$ cat config.mk
export PLATFORM = sky130hd
export DESIGN_NAME = pcgc_ctrl
export DESIGN_NICKNAME = d
export VERILOG_FILES = /design/src/hdl/pcgc_pkg.sv /design/src/hdl/pcgc_sync2.sv /design/src/hdl/pcgc_ctrl.sv
export SDC_FILE = /design/constraint.sdc
export NUM_CORES = 1
export LEC_CHECK = 0
export ABC_AREA = 1
export BUFFER_PORTS_ARGS = -buffer_cell sky130_fd_sc_hd__buf_2
export CORE_ASPECT_RATIO = 0.75
export CORE_UTILIZATION = 52
export CTS_CLUSTER_DIAMETER = 150
export DETAILED_ROUTE_END_ITERATION = 8
export MAX_ROUTING_LAYER = met4
export PLACE_DENSITY = 0.83
export RECOVER_POWER = 50
export SLEW_MARGIN = 20
export SYNTH_ARGS = -nofsm -noshare
export SYNTH_HDL_FRONTEND = slang
export SYNTH_HIERARCHICAL = 1
export SYNTH_SLANG_ARGS = --single-unit
$ cat constraint.sdc
create_clock -name ref_clk_i -period 1.7 [get_ports ref_clk_i]
set_clock_uncertainty 0.2 [all_clocks]
set_input_delay 0.17 -clock ref_clk_i [delete_from_list [all_inputs] [get_ports ref_clk_i]]
set_output_delay 0.17 -clock ref_clk_i [all_outputs]
set_load 0.005 [all_outputs]
$ cat src/hdl/pcgc_pkg.sv
package pcgc_pkg;

    // Peripheral indices: converter, 8 GPIO, hibernation, 2 I2C, PWM,
    // 2 SSI, 4 timers, 3 UARTs, DMA, watchdog.
    localparam int unsigned NUM_PERIPH = 25;
    localparam int unsigned SEL_W      = 5;

    localparam logic [SEL_W-1:0] CONVERTER_UNIT_SELECT   = 5'h00;
    localparam logic [SEL_W-1:0] GPIO_FIRST_SELECT       = 5'h01;
    localparam logic [SEL_W-1:0] HIBERNATION_UNIT_SELECT = 5'h09;
    localparam logic [SEL_W-1:0] I2C_FIRST_SELECT        = 5'h0A;
    localparam logic [SEL_W-1:0] PWM_UNIT_SELECT         = 5'h0C;
    localparam logic [SEL_W-1:0] SSI_FIRST_SELECT        = 5'h0D;
    localparam logic [SEL_W-1:0] TIMER_FIRST_SELECT      = 5'h0F;
    localparam logic [SEL_W-1:0] UART_FIRST_SELECT       = 5'h13;
    localparam logic [SEL_W-1:0] DMA_CONTROLLER_SELECT   = 5'h16;
    localparam logic [SEL_W-1:0] WATCHDOG_UNIT_SELECT    = 5'h17;
    localparam logic [SEL_W-1:0] LAST_SELECT             = 5'h18;

    // Clock rate and enable latency.
    localparam int unsigned CLK_HZ         = 40_000_000;
    localparam int unsigned EN_LAT_CYCLES  = 5;
    localparam int unsigned LAT_W          = 3;
    localparam logic [LAT_W-1:0] LAT_LOAD  = 3'h5;
    localparam logic [LAT_W-1:0] LAT_ZERO  = 3'h0;
    localparam logic [LAT_W-1:0] LAT_ONE   = 3'h1;

    // Width of the software reset pulse in clock cycles.
    localparam int unsigned SRST_W         = 2;
    localparam logic [SRST_W-1:0] SRST_LOAD = 2'h2;
    localparam logic [SRST_W-1:0] SRST_ZERO = 2'h0;
    localparam logic [SRST_W-1:0] SRST_ONE  = 2'h1;

    // Presence pattern of this variant; all listed peripherals fitted.
    localparam logic [NUM_PERIPH-1:0] PRESENT_MASK = 25'h1FFFFFF;
    localparam logic [NUM_PERIPH-1:0] ALL_ZERO     = 25'h0000000;

    typedef struct packed {
        logic             run_set;
        logic             run_clr;
        logic             dsleep_set;
        logic             dsleep_clr;
        logic             sw_reset;
        logic [SEL_W-1:0] sel;
    } pcgc_cmd_t;

    typedef struct packed {
        logic valid;
        logic write;
        logic [SEL_W-1:0] sel;
    } pcgc_acc_t;

endpackage : pcgc_pkg

$ cat src/hdl/pcgc_sync2.sv
`timescale 1ns/1ps
module pcgc_sync2
(
    input  wire logic ref_clk_i,
    input  wire logic rstn_i,
    input  wire logic d_i,
    output logic      q_o
);
    logic meta_reg;
    logic q_reg;

    always_ff @(posedge ref_clk_i or negedge rstn_i)
    begin
        if (!rstn_i)
        begin
            meta_reg <= 1'b0;
            q_reg    <= 1'b0;
        end
        else
        begin
            meta_reg <= d_i;
            q_reg    <= meta_reg;
        end
    end

    assign q_o = q_reg;
endmodule : pcgc_sync2

$ cat src/hdl/pcgc_ctrl.sv
// Summary of operation
// Unit with run enable clear stays inactive; accesses get no answer.
// All run enables reset to cleared, so every peripheral starts disabled.
// Peripheral becomes active five clock cycles after its enabling write.
// Access during enable latency ends in a bus fault response.
// Bus master should not access a peripheral during its enable latency.
// Deep-sleep enable keeps a peripheral clocked while in deep sleep.
// Deep-sleep settings apply only with global gating set; otherwise kept.
// Timers and other rate-bound units are not left running in deep sleep.
// Read-only presence indication per peripheral for this variant.
// Units from converter to watchdog get enable and deep-sleep control.
// Each selectable peripheral has its own software reset.
// Software reset pulses the reset line briefly; unit stays enabled.
// With gating clear, sleep and deep sleep clock exactly as in run.
// Peripheral gated in deep sleep resumes with its state preserved.
// Each unit has its own latency counter, started by the enable write.
`timescale 1ns/1ps
module pcgc_ctrl
(
    input  wire logic                        ref_clk_i,
    input  wire logic                        rstn_i,
    input  wire pcgc_pkg::pcgc_cmd_t         cmd_i,
    input  wire logic                        gating_en_i,
    input  wire logic                        deep_sleep_i,
    input  wire pcgc_pkg::pcgc_acc_t         acc_i,
    output logic [pcgc_pkg::NUM_PERIPH-1:0]  clk_en_o,
    output logic [pcgc_pkg::NUM_PERIPH-1:0]  active_o,
    output logic [pcgc_pkg::NUM_PERIPH-1:0]  run_en_o,
    output logic [pcgc_pkg::NUM_PERIPH-1:0]  dsleep_en_o,
    output logic [pcgc_pkg::NUM_PERIPH-1:0]  present_o,
    output logic [pcgc_pkg::NUM_PERIPH-1:0]  periph_rst_o,
    output logic                             acc_ok_o,
    output logic                             acc_fault_o,
    output logic                             acc_ignored_o
);
    localparam int unsigned N = pcgc_pkg::NUM_PERIPH;

    function automatic logic [N-1:0] onehot
    (
        input logic [pcgc_pkg::SEL_W-1:0] sel
    );
        logic [N-1:0] v;
        v = pcgc_pkg::ALL_ZERO;
        // Selects above the last entry decode to nothing and are ignored.
        if (sel <= pcgc_pkg::LAST_SELECT)
        begin
            v[sel] = 1'b1;
        end
        return v;
    endfunction : onehot

    function automatic logic any_hit
    (
        input logic [N-1:0] a,
        input logic [N-1:0] b
    );
        return (a & b) != pcgc_pkg::ALL_ZERO;
    endfunction : any_hit

    // The sleep request is asynchronous to this logic.
    logic deep_sleep_s;
    pcgc_sync2 u_ds_sync
    (
        .ref_clk_i (ref_clk_i),
        .rstn_i    (rstn_i),
        .d_i       (deep_sleep_i),
        .q_o       (deep_sleep_s)
    );

    logic [N-1:0]                run_reg,    run_next;
    logic [N-1:0]                ds_reg,     ds_next;
    logic [pcgc_pkg::LAT_W-1:0]  lat_reg  [N];
    logic [pcgc_pkg::LAT_W-1:0]  lat_next [N];
    logic [pcgc_pkg::SRST_W-1:0] srst_reg [N];
    logic [pcgc_pkg::SRST_W-1:0] srst_next[N];
    logic [N-1:0]                act_reg,    act_next;
    logic [N-1:0]                clk_reg,    clk_next;
    logic [N-1:0]                rst_reg,    rst_next;
    logic                        ok_reg,     ok_next;
    logic                        flt_reg,    flt_next;
    logic                        ign_reg,    ign_next;

    always_comb
    begin
        logic [N-1:0] sel_hot;
        logic [N-1:0] acc_hot;
        sel_hot  = onehot(cmd_i.sel);
        acc_hot  = onehot(acc_i.sel);
        run_next = run_reg;
        ds_next  = ds_reg;
        ok_next  = 1'b0;
        flt_next = 1'b0;
        ign_next = 1'b0;
        for (int i = 0; i < N; i++)
        begin
            lat_next[i]  = lat_reg[i];
            srst_next[i] = srst_reg[i];
            if (lat_reg[i] != pcgc_pkg::LAT_ZERO)
            begin
                lat_next[i] = lat_reg[i] - pcgc_pkg::LAT_ONE;
            end
            if (srst_reg[i] != pcgc_pkg::SRST_ZERO)
            begin
                srst_next[i] = srst_reg[i] - pcgc_pkg::SRST_ONE;
            end
            if (sel_hot[i])
            begin
                // An enable write to an already running unit does not refault.
                if (cmd_i.run_set && !run_reg[i])
                begin
                    run_next[i] = 1'b1;
                    lat_next[i] = pcgc_pkg::LAT_LOAD;
                end
                else if (cmd_i.run_clr && !cmd_i.run_set)
                begin
                    // A disable aborts any latency still running.
                    run_next[i] = 1'b0;
                    lat_next[i] = pcgc_pkg::LAT_ZERO;
                end
                if (cmd_i.dsleep_set)
                begin
                    ds_next[i] = 1'b1;
                end
                else if (cmd_i.dsleep_clr)
                begin
                    ds_next[i] = 1'b0;
                end
                if (cmd_i.sw_reset)
                begin
                    srst_next[i] = pcgc_pkg::SRST_LOAD;
                end
            end
            act_next[i] = run_next[i] && (lat_next[i] == pcgc_pkg::LAT_ZERO);
            rst_next[i] = srst_next[i] != pcgc_pkg::SRST_ZERO;
            // Gating state is kept, so a stopped unit resumes intact.
            clk_next[i] = run_next[i] && !(gating_en_i && deep_sleep_s
                          && !ds_next[i]);
        end
        // The answer uses the state at the access edge, so an access
        // that meets the enabling write is still refused.
        if (acc_i.valid)
        begin
            if (any_hit(acc_hot, act_reg))
            begin
                ok_next = 1'b1;
            end
            else if (any_hit(acc_hot, run_reg))
            begin
                flt_next = 1'b1;
            end
            else
            begin
                ign_next = 1'b1;
            end
        end
    end

    always_ff @(posedge ref_clk_i or negedge rstn_i)
    begin
        if (!rstn_i)
        begin
            run_reg <= pcgc_pkg::ALL_ZERO;
            ds_reg  <= pcgc_pkg::ALL_ZERO;
            act_reg <= pcgc_pkg::ALL_ZERO;
            clk_reg <= pcgc_pkg::ALL_ZERO;
            rst_reg <= pcgc_pkg::ALL_ZERO;
            ok_reg  <= 1'b0;
            flt_reg <= 1'b0;
            ign_reg <= 1'b0;
            for (int i = 0; i < N; i++)
            begin
                lat_reg[i]  <= pcgc_pkg::LAT_ZERO;
                srst_reg[i] <= pcgc_pkg::SRST_ZERO;
            end
        end
        else
        begin
            run_reg <= run_next;
            ds_reg  <= ds_next;
            act_reg <= act_next;
            clk_reg <= clk_next;
            rst_reg <= rst_next;
            ok_reg  <= ok_next;
            flt_reg <= flt_next;
            ign_reg <= ign_next;
            for (int i = 0; i < N; i++)
            begin
                lat_reg[i]  <= lat_next[i];
                srst_reg[i] <= srst_next[i];
            end
        end
    end

    // Presence is a constant of this variant, held in a flop for timing.
    logic [N-1:0] pres_reg;
    logic [N-1:0] pres_next;

    always_comb
    begin
        pres_next = pcgc_pkg::PRESENT_MASK;
    end

    always_ff @(posedge ref_clk_i or negedge rstn_i)
    begin
        if (!rstn_i)
        begin
            pres_reg <= pcgc_pkg::ALL_ZERO;
        end
        else
        begin
            pres_reg <= pres_next;
        end
    end

    assign run_en_o      = run_reg;
    assign dsleep_en_o   = ds_reg;
    assign active_o      = act_reg;
    assign clk_en_o      = clk_reg;
    assign periph_rst_o  = rst_reg;
    assign present_o     = pres_reg;
    assign acc_ok_o      = ok_reg;
    assign acc_fault_o   = flt_reg;
    assign acc_ignored_o = ign_reg;
endmodule : pcgc_ctrl

# Word level (Yosys, flattened, before mapping)
# Index checks and enable logic that the tools add are counted.
[classes]
addsub = 50
n_mul = 0
div_mod_pow = 0
order_cmp = 6
eq_ne = 0
n_shift = 0
n_mux = 339
bitwise = 2
reduce_logical = 282
[ops]
columns = ["op", "n"]
rows = [
  ["two-way mux 3 bit", 100],
  ["two-way mux 1 bit", 160],
  ["two-way mux 2 bit", 75],
  ["logical AND 1 bit", 104],
  ["nonzero test 2 bit", 50],
  ["logical NOT 1 bit", 76],
  ["logical NOT 3 bit", 25],
  ["nonzero test 3 bit", 25],
  ["subtractor 3 x 1 -> 3 bit, second input constant", 25],
  ["AND 25 bit", 2],
  ["two-way mux 25 bit", 2],
  ["nonzero test 25 bit", 2],
  ["subtractor 2 x 1 -> 2 bit, second input constant", 25],
  ["< comparator 5 x 6 -> 1 bit, second input constant", 2],
  ["demux 1 bit (select 5 bit)", 2],
  [">= comparator 5 x 1 -> 1 bit, second input constant", 2],
  ["<= comparator 5 bit, second input constant", 2],
]
[word_totals]
reg_bits = 256
latchBits = 0
ram_bits = 0
mem_bits_ro = 0
mem_count = 0

# Depth between registers and ports, before layout
# Gate-level depths: netlist of the first run.
[logic_depth]
ltp_word = 10
ltp_mapped = 11
mapped_depth_nobuf = 11

# By module
# The synthesis of the first run kept the hierarchy.
[modules_own_cells]
columns = ["module", "instances", "cells_per_inst", "area_each_um2", "seq_area_each_um2"]
rows = [
  ["pcgc_ctrl", 1, 1362, 12040.3, 6356.1],
  ["pcgc_sync2", 1, 2, 50.0, 50.0],
]

# Worst setup path after synthesis of the first run
# OpenSTA, ideal clock, no wires.
[synth_path]
path_kind = "reg-to-reg"
start = "register lat_reg[51] in the netlist's numbering"
end = "register act_reg[7], in the netlist active_o[7]"
setup_time_ns = 0.130
arrival_ns = 1.277
required_ns = 1.370
slack_ns = 0.094
path_stages_with_launch = 8
path_buffers = 0
path_cell_list = "dfrtp_1 -> inv_1 -> ha_1 -> inv_1 -> or2_2 -> xor2_1 -> o21ai_0 -> nor3_1"
[synth_lines]
columns = ["item", "line", "source"]
rows = [
  ["from (decl)", "pcgc_ctrl.sv:72", "logic [pcgc_pkg::LAT_W-1:0] lat_reg [N];"],
  ["from (signal, indexed assignment)", "pcgc_ctrl.sv:172", "lat_reg[i] <= pcgc_pkg::LAT_ZERO;"],
  ["from (signal, indexed assignment)", "pcgc_ctrl.sv:188", "lat_reg[i] <= lat_next[i];"],
  ["to (signal assigned)", "pcgc_ctrl.sv:164", "act_reg <= pcgc_pkg::ALL_ZERO;"],
  ["to (signal assigned)", "pcgc_ctrl.sv:180", "act_reg <= act_next;"],
  ["to (decl)", "pcgc_ctrl.sv:76", "logic [N-1:0] act_reg, act_next;"],
]

# Final worst setup path of the first run
[layout_path]
start = "register lat_reg[22] in the netlist's numbering"
end = "register act_reg[17], in the netlist active_o[17]"
[layout_via]
elab_chain_len = 7
elab_cells_between_ends = 8
classes_between = "1 x add/sub; 4 x mux; 3 x reduce/logical"
[layout_rtl]
columns = ["item", "line", "source"]
rows = [
  ["subtractor 3 x 1 -> 3 bit / nonzero test 3 bit (equally long branches)", "pcgc_ctrl.sv:100, pcgc_ctrl.sv:98", ""],
  ["two-way mux 3 bit (*)", "pcgc_ctrl.sv:98", "if (lat_reg[i] != pcgc_pkg::LAT_ZERO)"],
  ["two-way mux 3 bit", "pcgc_ctrl.sv:114", "else if (cmd_i.run_clr && !cmd_i.run_set)"],
  ["two-way mux 3 bit", "pcgc_ctrl.sv:109", "if (cmd_i.run_set && !run_reg[i])"],
  ["two-way mux 3 bit (*)", "pcgc_ctrl.sv:106", "if (sel_hot[i])"],
  ["logical NOT 3 bit (*)", "pcgc_ctrl.sv:133", "act_next[i] = run_next[i] && (lat_next[i] == pcgc_pkg::LAT_ZERO);"],
  ["logical AND 1 bit (*)", "pcgc_ctrl.sv:133", ""],
  ["named net act_next[17]", "pcgc_ctrl.sv:76", ""],
]
# The timed path passes the listed nets; every way through them passes the cells marked *.

==> metrics, run 1 <==
outcome=complete, but fails checks; violated checks=setup timing; Slew Viols, Final=0; std cell rows=between 40 and 50; crit-path most repeated cell=inv_2; port bufs=approximately 170; Post-DP HPWL=~23000 um; grt ovf=0; placed insts=1909; worst r2r path cells=7; multi-input logic area=4476 sq um; final setup TNS=-0.01485 ns; CP Max Fanout=4; count of final setup violators=1; largest net degree at the start of global routing=51; Syn Nets=1435; vias in the first global route=a little over 10k; CTS tree=yes; DR WL/cell=16.43 um; worst-path cell chain=inv_2, ha_4, inv_2, or2_4, o211ai_1, nand2_1, nor3b_2; DRT Wirelength=around 32000 um; Core Region=22410 sq um; worst path required time=about 1.9 ns; Die X-Extent=about 180 um; Layout area overhead=23.95%; CP delay by family, top=simple AND/OR/NAND/NOR gates; GRT Max-Usage Layer=met2; max reg flops=75; CTS Buf Count=25; Post-Synthesis Cells=between 1k and 1.5k; # H-tree levels=1; DIE HEIGHT=approximately 130 um; share of layout cells above drive strength 1=0.2111; CP Data Arrival Time=between 1.5 and 2 ns; max-cap viol count=0; Root Buffer=clkbuf_16; Synth top area share=0.5299; vias=around 10k; crit path kind=register to register; Worst IR Drop VDD=~0.00075 V; worst r2r src=lat_reg[22]; synth unique cells=35; Initial Util=0.5396; register-to-register setup slack=-0.01 ns; main area contributors after synthesis=dfrtp_1 (53%), nand2_1 (7.5%), inv_1 (7.1%); GR Util met2=0.4423; Static Leak=7.968 nW; Worst Hold Class=input pin to register; Crit. Startpoint=lat_reg[22]; Yosys warning count=6; total track usage=0.2812; first-pass GRT wire length=about 50000 um; CP endpoint kind=register; Antenna Violating Nets Remaining=0; Final period util=1.009; CP max stage cell=dfrtp_1; worst-skew pair later-pin latency=between 0.5 and 0.6 ns; post-synth top area cell=dfrtp_1; Worst path max stage delay=slightly below 0.4 ns; Placed Area=about 14000 sq um; Synth Cell Area=12090 sq um; RSZ-0062 raised after global routing=yes; worst path bufs/invs=2; cell count along the critical path=7; DRC=0; Via density=5.224; pwr dens=roughly 1600 nW/um^2; GR Util met1=0.3760; clock slew at reported path FFs=around 0.07 ns; Fmax=around 0.58 GHz; Max Buffers Root-to-Sink=3; crit start category=register; Nets=roughly 1.7k; Fill cells=1779; Critical Path End=active_o[17]; Seq/Total Area, Yosys=0.5299; first-pass detailed-route iteration total=5; CTS Sinks=between 200 and 300; IO Count=174; RR Endpoint=active_o[17]; fin area=between 10000 and 15000 sq um; setup ws final=-0.01485 ns; routability cong.=between 0.9 and 1; post-route insts no fill=1974; storage element area=~6400 sq um; Final Hold Violating Endpoints=0; drt first-iter violations=between 800 and 900; Final min period=between 1.5 and 2 ns; post-synthesis register bit count=about 260; Post-Syn Area per Cell=~8.9 sq um; met3 usage=0.03770; die area=approximately 24000 sq um; initial antenna violation count=3; Setup Slack @ Placement=-0.1799 ns
## where the power goes
| group | switching (mW) | internal, mW |
|---|---|---|
| registers | 1.06 | 7.73 |
| logic | 5.06 | 4.07 |
| clock network | 2.32 | 3.27 |
## cell type report
class,count,area share
clock inverter,10,0.006930
multi-input combinational,823,0.2987
tap,294,0.02455
antenna,3,0.0005010
clock buffer,35,0.04826
timing repair buffer,311,0.1328
inverter,242,0.06062
sequential,256,0.4277
## worst min path at each step
stage / depth (start not counted) / to / start
after floorplan: 0 / acc_fault_o / rstn_i
after global placement: 1 / periph_rst_o[17] / rstn_i
after detailed placement: 1 / run_en_o[17] / rstn_i
after CTS: 5 / clk_en_o[10] / gating_en_i
after global routing: 5 / clk_en_o[10] / gating_en_i
final: 5 / clk_en_o[5] / gating_en_i
## worst min-delay path: stages
cell and delay [ns]:
buf_2 0.08, nand2_1 0.08, buf_12 0.18, o21ai_0 0.16
inv_1 0.04
## cells by family (layout without fill, tap and decap cells)
| logic type | Yosys count | after routing | share of synthesized area |
|---|---|---|---|
| flops | 256 | 256 | 0.5299 |
| other cells | 1 | 4 | 0.0003102 |
| fa+ha+maj | 50 | 50 | 0.05174 |
| simple gates | 555 | 555 | 0.2119 |
| buf+inv | 285 | 598 | 0.09717 |
| compound gates | 182 | 182 | 0.08362 |
| xor+xnor | 35 | 35 | 0.02535 |
## per-stage QoR
stage | util | hold WS [ns] | power [mW]
floorplan | - | -0.3256 | 13.88
global placement | 0.6306 | -0.08042 | 16.67
detailed placement | 0.6306 | -0.07721 | 17.21
CTS | 0.6727 | 0.005590 | 23.11
global route | 0.6688 | 0.04456 | 25.14
finish | 0.6688 | 0.02759 | 23.50
## routing by layer
| metal | routed length, um | up-vias |
|---|---|---|
| met5 | 0 | - |
| met4 | 1051 | 0 |
| met3 | 2343 | 63 |
| met2 | 15140 | 414 |
| met1 | 13910 | 4967 |
| li1 | - | 4868 |
## placed cells by master (no fill, tap or decap), drive strengths merged
cell type / n
o21ai: 125
xor2: 32
clkbuf: 112
nor2: 146
nand2: 247
o211ai: 19
nor3: 41
xnor2: 3
clkinv: 10
nand3: 80
o221ai: 1
a21oi: 35
a21boi: 1
bufinv: 2
inv: 240
dlygate4sd3: 8
buf: 226
nor3b: 15
ha: 50
diode: 3
nand3b: 5
dfrtp: 256
a31oi: 1
or2: 10
conb: 1
nand4: 11
## Yosys cell counts, drive strengths merged
cell type	instances
clkbuf	12
ha	50
xnor2	3
or2	10
nor3b	15
o21ai	125
inv	240
nand3	80
xor2	32
o221ai	1
nand3b	5
conb	1
buf	31
a31oi	1
clkinv	2
o211ai	19
dfrtp	256
a21oi	35
a21boi	1
nand2	247
nand4	11
nor3	41
nor2	146
## repair_timing
action,in CTS,in global routing
buffers inserted,2,8
resized for setup,7,55
endpoints found under the setup margin,29,29
endpoints found under the hold margin,284,0
hold buffers,8,0
pin swaps,8,24
No activity file was read; power rests on OpenSTA's default activity.
==> inputs of run 2 (changes only) <==
--- a/config.mk
+++ b/config.mk
@@ -13,7 +13,6 @@
 export DETAILED_ROUTE_END_ITERATION = 8
 export MAX_ROUTING_LAYER = met4
 export PLACE_DENSITY = 0.83
-export RECOVER_POWER = 50
 export SLEW_MARGIN = 20
 export SYNTH_ARGS = -nofsm -noshare
 export SYNTH_HDL_FRONTEND = slang
==> run 2 against run 1 <==
Net effect:
- the run still ends with setup timing left
- final cell count stayed put
- via count is 0.37% higher
- critical path type unchanged
- critical endpoint unchanged
- power is 0.74% higher
- highest routed layer unchanged
- sequential share of layout area is 0.68 points lower
==> metrics, run 2 (synthesis results as in run 1) <==
outcome=complete, but fails checks; violated checks=setup timing; first-pass GRT wire length=just over 50000 um; grt ovf=0; DR WL/cell=roughly 16 um; Worst Hold Depth=5; Post-DP HPWL=between 20000 and 25000 um; hold_sp=gating_en_i; met3 usage=0.03770; Initial Util=0.5396; total track usage=0.2812; max reg flops=between 70 and 80; Via density=5.243; Slew Viols, Final=0; Min-Delay Endpoint=clk_en_o[10]; Reg power frac=0.371; internal power=~15 mW; CTS Sinks=about 260; RSZ-0062 raised after global routing=yes; Core Region=22410 sq um; max-cap viol count=0; Antenna Violating Nets Remaining=0; CP endpoint kind=register; pwr dens=1555 nW/um^2; Nets=about 1.7k; Worst Hold Class=input pin to register; DRT Wirelength=~32000 um; vias=10.35k; Final period util=1.010; GR Util met1=0.3760; CP Data Arrival Time=a little under 2 ns; CTS tree=yes; IO Count=~170; Fill cells=between 1.5k and 2k; Final min period=between 1.5 and 2 ns; GR Util met2=0.4423; sw frac=0.3583; worst r2r path cells=7; crit path kind=register to register; CTS Buf Count=25; worst path required time=a little under 2 ns; register-to-register setup slack=-0.02 ns; DIE HEIGHT=~130 um; first-pass detailed-route iteration total=5; worst r2r src=lat_reg[22]; die area=~24000 sq um; RR Endpoint=active_o[17]; most common cell after layout, fill and taps aside=dfrtp_1; GRT Max-Usage Layer=met2; overall power=roughly 24 mW; CP Max Fanout=4; clock power share=0.236; vias in the first global route=between 10k and 15k; drt first-iter violations=slightly above 900; fin util=0.6796; setup ws final=-0.01734 ns; count of final setup violators=1; DRC=0; Final Hold Violating Endpoints=0; worst-skew pair later-pin latency=about 0.52 ns; Worst IR Drop VDD=around 0.00075 V; share of total power in combinational logic=0.393; Psw=roughly 8.5 mW; Static Leak=8.182 nW; Die X-Extent=~180 um; Max Buffers Root-to-Sink=3; crit start category=register; std cell rows=between 40 and 50; share of layout cells above drive strength 1=0.2707; largest net degree at the start of global routing=between 50 and 60; most frequent cells in the layout=dfrtp_1 (255), nand2_1 (242), inv_1 (205), buf_2 (171), buf_4 (119); port bufs=around 170; # H-tree levels=1; Layout area overhead=25.94%; routability cong.=0.9906; clock slew at reported path FFs=roughly 0.07 ns; Fmax=a little under 0.6 GHz; Root Buffer=clkbuf_16; initial antenna violation count=3
-- run 2: cell count changes in the layout (fill, tap and decap cells not counted), moves of 9 or more --
cell and delta:
o21ai_0 -22, a21oi_1 -9, inv_1 -10, buf_4 +28
nor2_1 -15, o21ai_1 +20, clkbuf_1 -58, a21oi_2 +9
clkbuf_4 -19, inv_2 +11, nor2_4 +9, buf_2 +49
-- run 2: cell type report --
class                           count  area [sq um]  area share
Antenna cell                        3         7.507   0.0004930
Timing Repair Buffer              311          2085      0.1369
Sequential cell                   256          6410      0.4210
Multi-Input combinational cell    823          4622      0.3035
Clock buffer                       35         723.2     0.04749
Inverter                          242         908.4     0.05965
Clock inverter                     10         103.9    0.006820
Tap cell                          294         367.9     0.02416
-- run 2: timing repair --
item / 4_1_cts / 5_1_grt
resized for setup: 7 / 55
endpoints found under the hold margin: 284 / 0
setup buffers: 2 / 8
setup endpoints to repair: 29 / 29
hold buffers: 8 / 0
pin swaps: 8 / 24
-- run 2: how the worst max path moves through the flow --
stage,end,start
2_1_floorplan,active_o[7],lat_reg[51]
3_3_place_gp,active_o[20],cmd_i[0]
3_5_place_dp,active_o[20],cmd_i[0]
4_1_cts,active_o[10],lat_reg[43]
5_1_grt,active_o[17],lat_reg[22]
6_report,active_o[17],lat_reg[22]
-- run 2: critical path, cell delays in order (launching register included) --
cell,delay (ns)
dfrtp_1,0.39
inv_2,0.08
ha_4,0.12
inv_2,0.03
or2_4,0.26
o211ai_1,0.22
nand2_1,0.12
nor3b_2,0.21
-- run 2: power groups by stage --
stage	clock network (mW)	registers, mW	logic [mW]
2_1_floorplan	0	8.50	5.38
3_3_place_gp	0	8.73	7.94
3_5_place_dp	0	8.77	8.44
4_1_cts	5.65	8.70	8.76
5_1_grt	5.91	8.91	10.5
6_report	5.58	8.79	9.30
-- run 2: through the flow --
| stage | hold slack [ns] | worst slack, ns | setup TNS (ns) | instance area [sq um] | std cells |
|---|---|---|---|---|---|
| 5_1_grt | 0.01750 | -0.1003 | -0.3469 | 15230 | 1974 |
| 3_3_place_gp | -0.08042 | -0.1140 | -1.181 | 14130 | 1909 |
| 2_1_floorplan | -0.3256 | 0.09372 | 0 | 12090 | 1364 |
| 4_1_cts | 0.005590 | 0.001722 | 0 | 15070 | 1964 |
| 6_report | 0.02238 | -0.01734 | -0.01734 | 15230 | 1974 |
| 3_5_place_dp | -0.07721 | -0.1799 | -3.752 | 14130 | 1909 |
-- run 2: routing by layer --
metal / vias up / part of all wire
li1: 4868 / -
met1: 4980 / 0.42
met2: 429 / 0.47
met3: 73 / 0.077
met4: 0 / 0.034
met5: - / 0
==> inputs of run 3 (changes only) <==
--- a/config.mk
+++ b/config.mk
@@ -6,13 +6,13 @@
 export NUM_CORES = 1
 export LEC_CHECK = 0
 export ABC_AREA = 1
-export BUFFER_PORTS_ARGS = -buffer_cell sky130_fd_sc_hd__buf_2
 export CORE_ASPECT_RATIO = 0.75
-export CORE_UTILIZATION = 52
+export CORE_UTILIZATION = 55
 export CTS_CLUSTER_DIAMETER = 150
 export DETAILED_ROUTE_END_ITERATION = 8
+export DONT_BUFFER_PORTS = 1
 export MAX_ROUTING_LAYER = met4
-export PLACE_DENSITY = 0.83
+export PLACE_DENSITY = 0.8
 export SLEW_MARGIN = 20
 export SYNTH_ARGS = -nofsm -noshare
 export SYNTH_HDL_FRONTEND = slang
==> run 3 against run 2 <==
Net effect:
- the flow finishes with violations (hold timing, setup timing)
- power is 4.7% lower
- non-clock buffer count is 216 lower
- hold slack worse by 0.88 ns
- critical path depth stayed put
- die area is 5.4% lower
- sequential share of layout area is 3.2 points higher
- wire length is 4.7% lower
- design area is 7.1% lower
- sequential power is 0.9% higher
- sequential cell count stayed put
- via count is 8.5% lower
- combinational power is 16% lower
- critical endpoint is now active_o[19]
- largest cell class unchanged
==> metrics, run 3 (synthesis results as in run 1) <==
fin util=0.6623; clock slew at reported path FFs=0.06 ns; initial antenna violation count=0; Setup Slack @ Placement=-0.02746 ns; DRC=0; CP Max Fanout=17; DRT Wirelength=just over 30000 um; IO Count=roughly 170; multi-input logic area=4695 sq um; max reg flops=75; slew margin rel.=0.6678; worst r2r path cells=3; Antenna Violating Nets Remaining=0; ANT cells=0; Slew @ Worst Pin=0.4966 ns; Crit. Startpoint=cmd_i[9]; Layout area overhead=16.97%; outcome=complete, but fails checks; placed insts=1653; post-route insts no fill=~1.7k; Final min period=1.774 ns; register-to-register setup slack=0.05 ns; # H-tree levels=1; Post-DP HPWL=between 20000 and 25000 um; Root Buffer=clkbuf_16; vias in the first global route=~9.2k; crit path kind=input pin to register; Static Leak=roughly 7.2 nW; Max Buffers Root-to-Sink=3; crit-path most repeated cell=buf_12; pwr dens=approximately 1600 nW/um^2; Critical Path End=active_o[19]; Slew Viols, Final=0; Reg power frac=0.393; Final Hold Violating Endpoints=310; CP max stage cell=dlygate4sd3_1; Fmax=~0.56 GHz; vias=9468; largest net degree at the start of global routing=~260; CTS tree=yes; Worst IR Drop VDD=0.0007331 V; share of total power in combinational logic=0.347; Die X-Extent=between 150 and 200 um; Core Region=approximately 21000 sq um; grt ovf=0; most frequent cells in the layout=dfrtp_1 (256), nand2_1 (237), inv_1 (212), nor2_1 (109), nand3_1 (79); sw frac=0.3575; RSZ-0062 raised after global routing=yes; Psw=8.064 mW; Fill cells=around 1.6k; Worst Hold Class=input pin to asynchronous set/reset pin; GR Util met2=0.4355; std cell rows=46; worst-path cell chain=buf_12, buf_12, dlygate4sd3_1, nand3_1, o211ai_1, nand2_1, nor3b_1; storage element area=approximately 6400 sq um; DIE HEIGHT=~130 um; crit start category=input pin; Hold Slack=-0.8561 ns; met3 usage=0.06916; first-pass detailed-route iteration total=5; most common cell after layout, fill and taps aside=dfrtp_1; violated checks=hold timing, setup timing; max-cap viol count=0; Initial Util=0.5662; CTS Buf Count=25; CP Data Arrival Time=2.01 ns; Via density=5.416; worst-skew pair later-pin latency=0.53 ns; total track usage=0.2767; worst path required time=around 1.9 ns; internal power=approximately 14 mW; GR Util met1=0.3496; DR WL/cell=between 15 and 20 um; first-pass GRT wire length=between 40000 and 50000 um; die area=between 20000 and 25000 sq um; setup ws final=-0.07423 ns; Final period util=1.044; Nets=around 1.5k; share of layout cells above drive strength 1=0.1479; clock power share=0.260; count of final setup violators=1; worst r2r src=run_en_o[4]; Worst path max stage delay=a little under 0.9 ns; drt first-iter violations=877; port bufs=0; CP endpoint kind=register; RR Endpoint=lat_reg[62]; CTS Sinks=256; routability cong.=between 0.9 and 1; GRT Max-Usage Layer=met2; final setup TNS=-0.07423 ns
run 3: cell count changes in the layout (fill, tap and decap cells not counted), moves of 6 or more:
cell | previous run | this run
inv_2 | 35 | 28
inv_1 | 205 | 212
buf_4 | 119 | 46
o21ai_1 | 39 | 46
buf_2 | 171 | 0
o21ai_0 | 81 | 73
dlygate4sd3_1 | 8 | 41
nor2_2 | 10 | 16
nor2_1 | 118 | 109
run 3: power groups by stage:
stage | Combinational [mW] | Sequential (mW) | Clock [mW]
CTS | 7.14 | 8.81 | 5.94
detailed placement | 6.84 | 8.90 | 0
floorplan | 5.38 | 8.50 | 0
global placement | 6.47 | 8.86 | 0
finish | 7.83 | 8.87 | 5.86
global route | 8.86 | 8.99 | 6.17
run 3: final cells by class:
type	count	share of cell area
repair buffers	95	0.06423
flip-flops and latches	256	0.4530
well taps	288	0.02548
clock buffers	34	0.05016
clock inverters	10	0.01097
inverters	242	0.06423
multi-input cells	823	0.3319
run 3: worst min-delay path by stage:
stage | startpoint | to
2_1_floorplan | rstn_i | acc_fault_o
3_3_place_gp | rstn_i | periph_rst_o[11]
5_1_grt | rstn_i | srst_reg[49]
4_1_cts | rstn_i | active_o[9]
3_5_place_dp | rstn_i | periph_rst_o[24]
6_report | rstn_i | periph_rst_o[24]
run 3: metrics by stage:
step / hold slack [ns] / cell area (sq um) / power, mW
2_1_floorplan: -0.3256 / 12090 / 13.88
3_3_place_gp: -0.3156 / 12560 / 15.33
3_5_place_dp: -0.3185 / 12560 / 15.75
4_1_cts: -0.8702 / 13870 / 21.89
5_1_grt: -0.8691 / 14140 / 24.02
6_report: -0.8561 / 14140 / 22.56
run 3: worst max-delay path, delay by kind of cell:
kind	cells	cell delay, ns
and+or+nand+nor	3	0.54
buffers and inverters	3	1.14
AOI/OAI and AO/OA	1	0.16
run 3: per-layer routing:
layer / vias up / share of wire
met5: - / 0
met3: 88 / 0.093
li1: 4437 / -
met2: 411 / 0.45
met4: 0 / 0.036
met1: 4532 / 0.42
run 3: what timing repair did:
action / CTS / global route
buffers inserted: 2 / 4
endpoints found under the setup margin: 3 / 41
hold endpoints to repair: 508 / 306
resized for setup: 3 / 81
cloned: 0 / 0
hold buffers: 39 / 7
pin swaps: 3 / 23
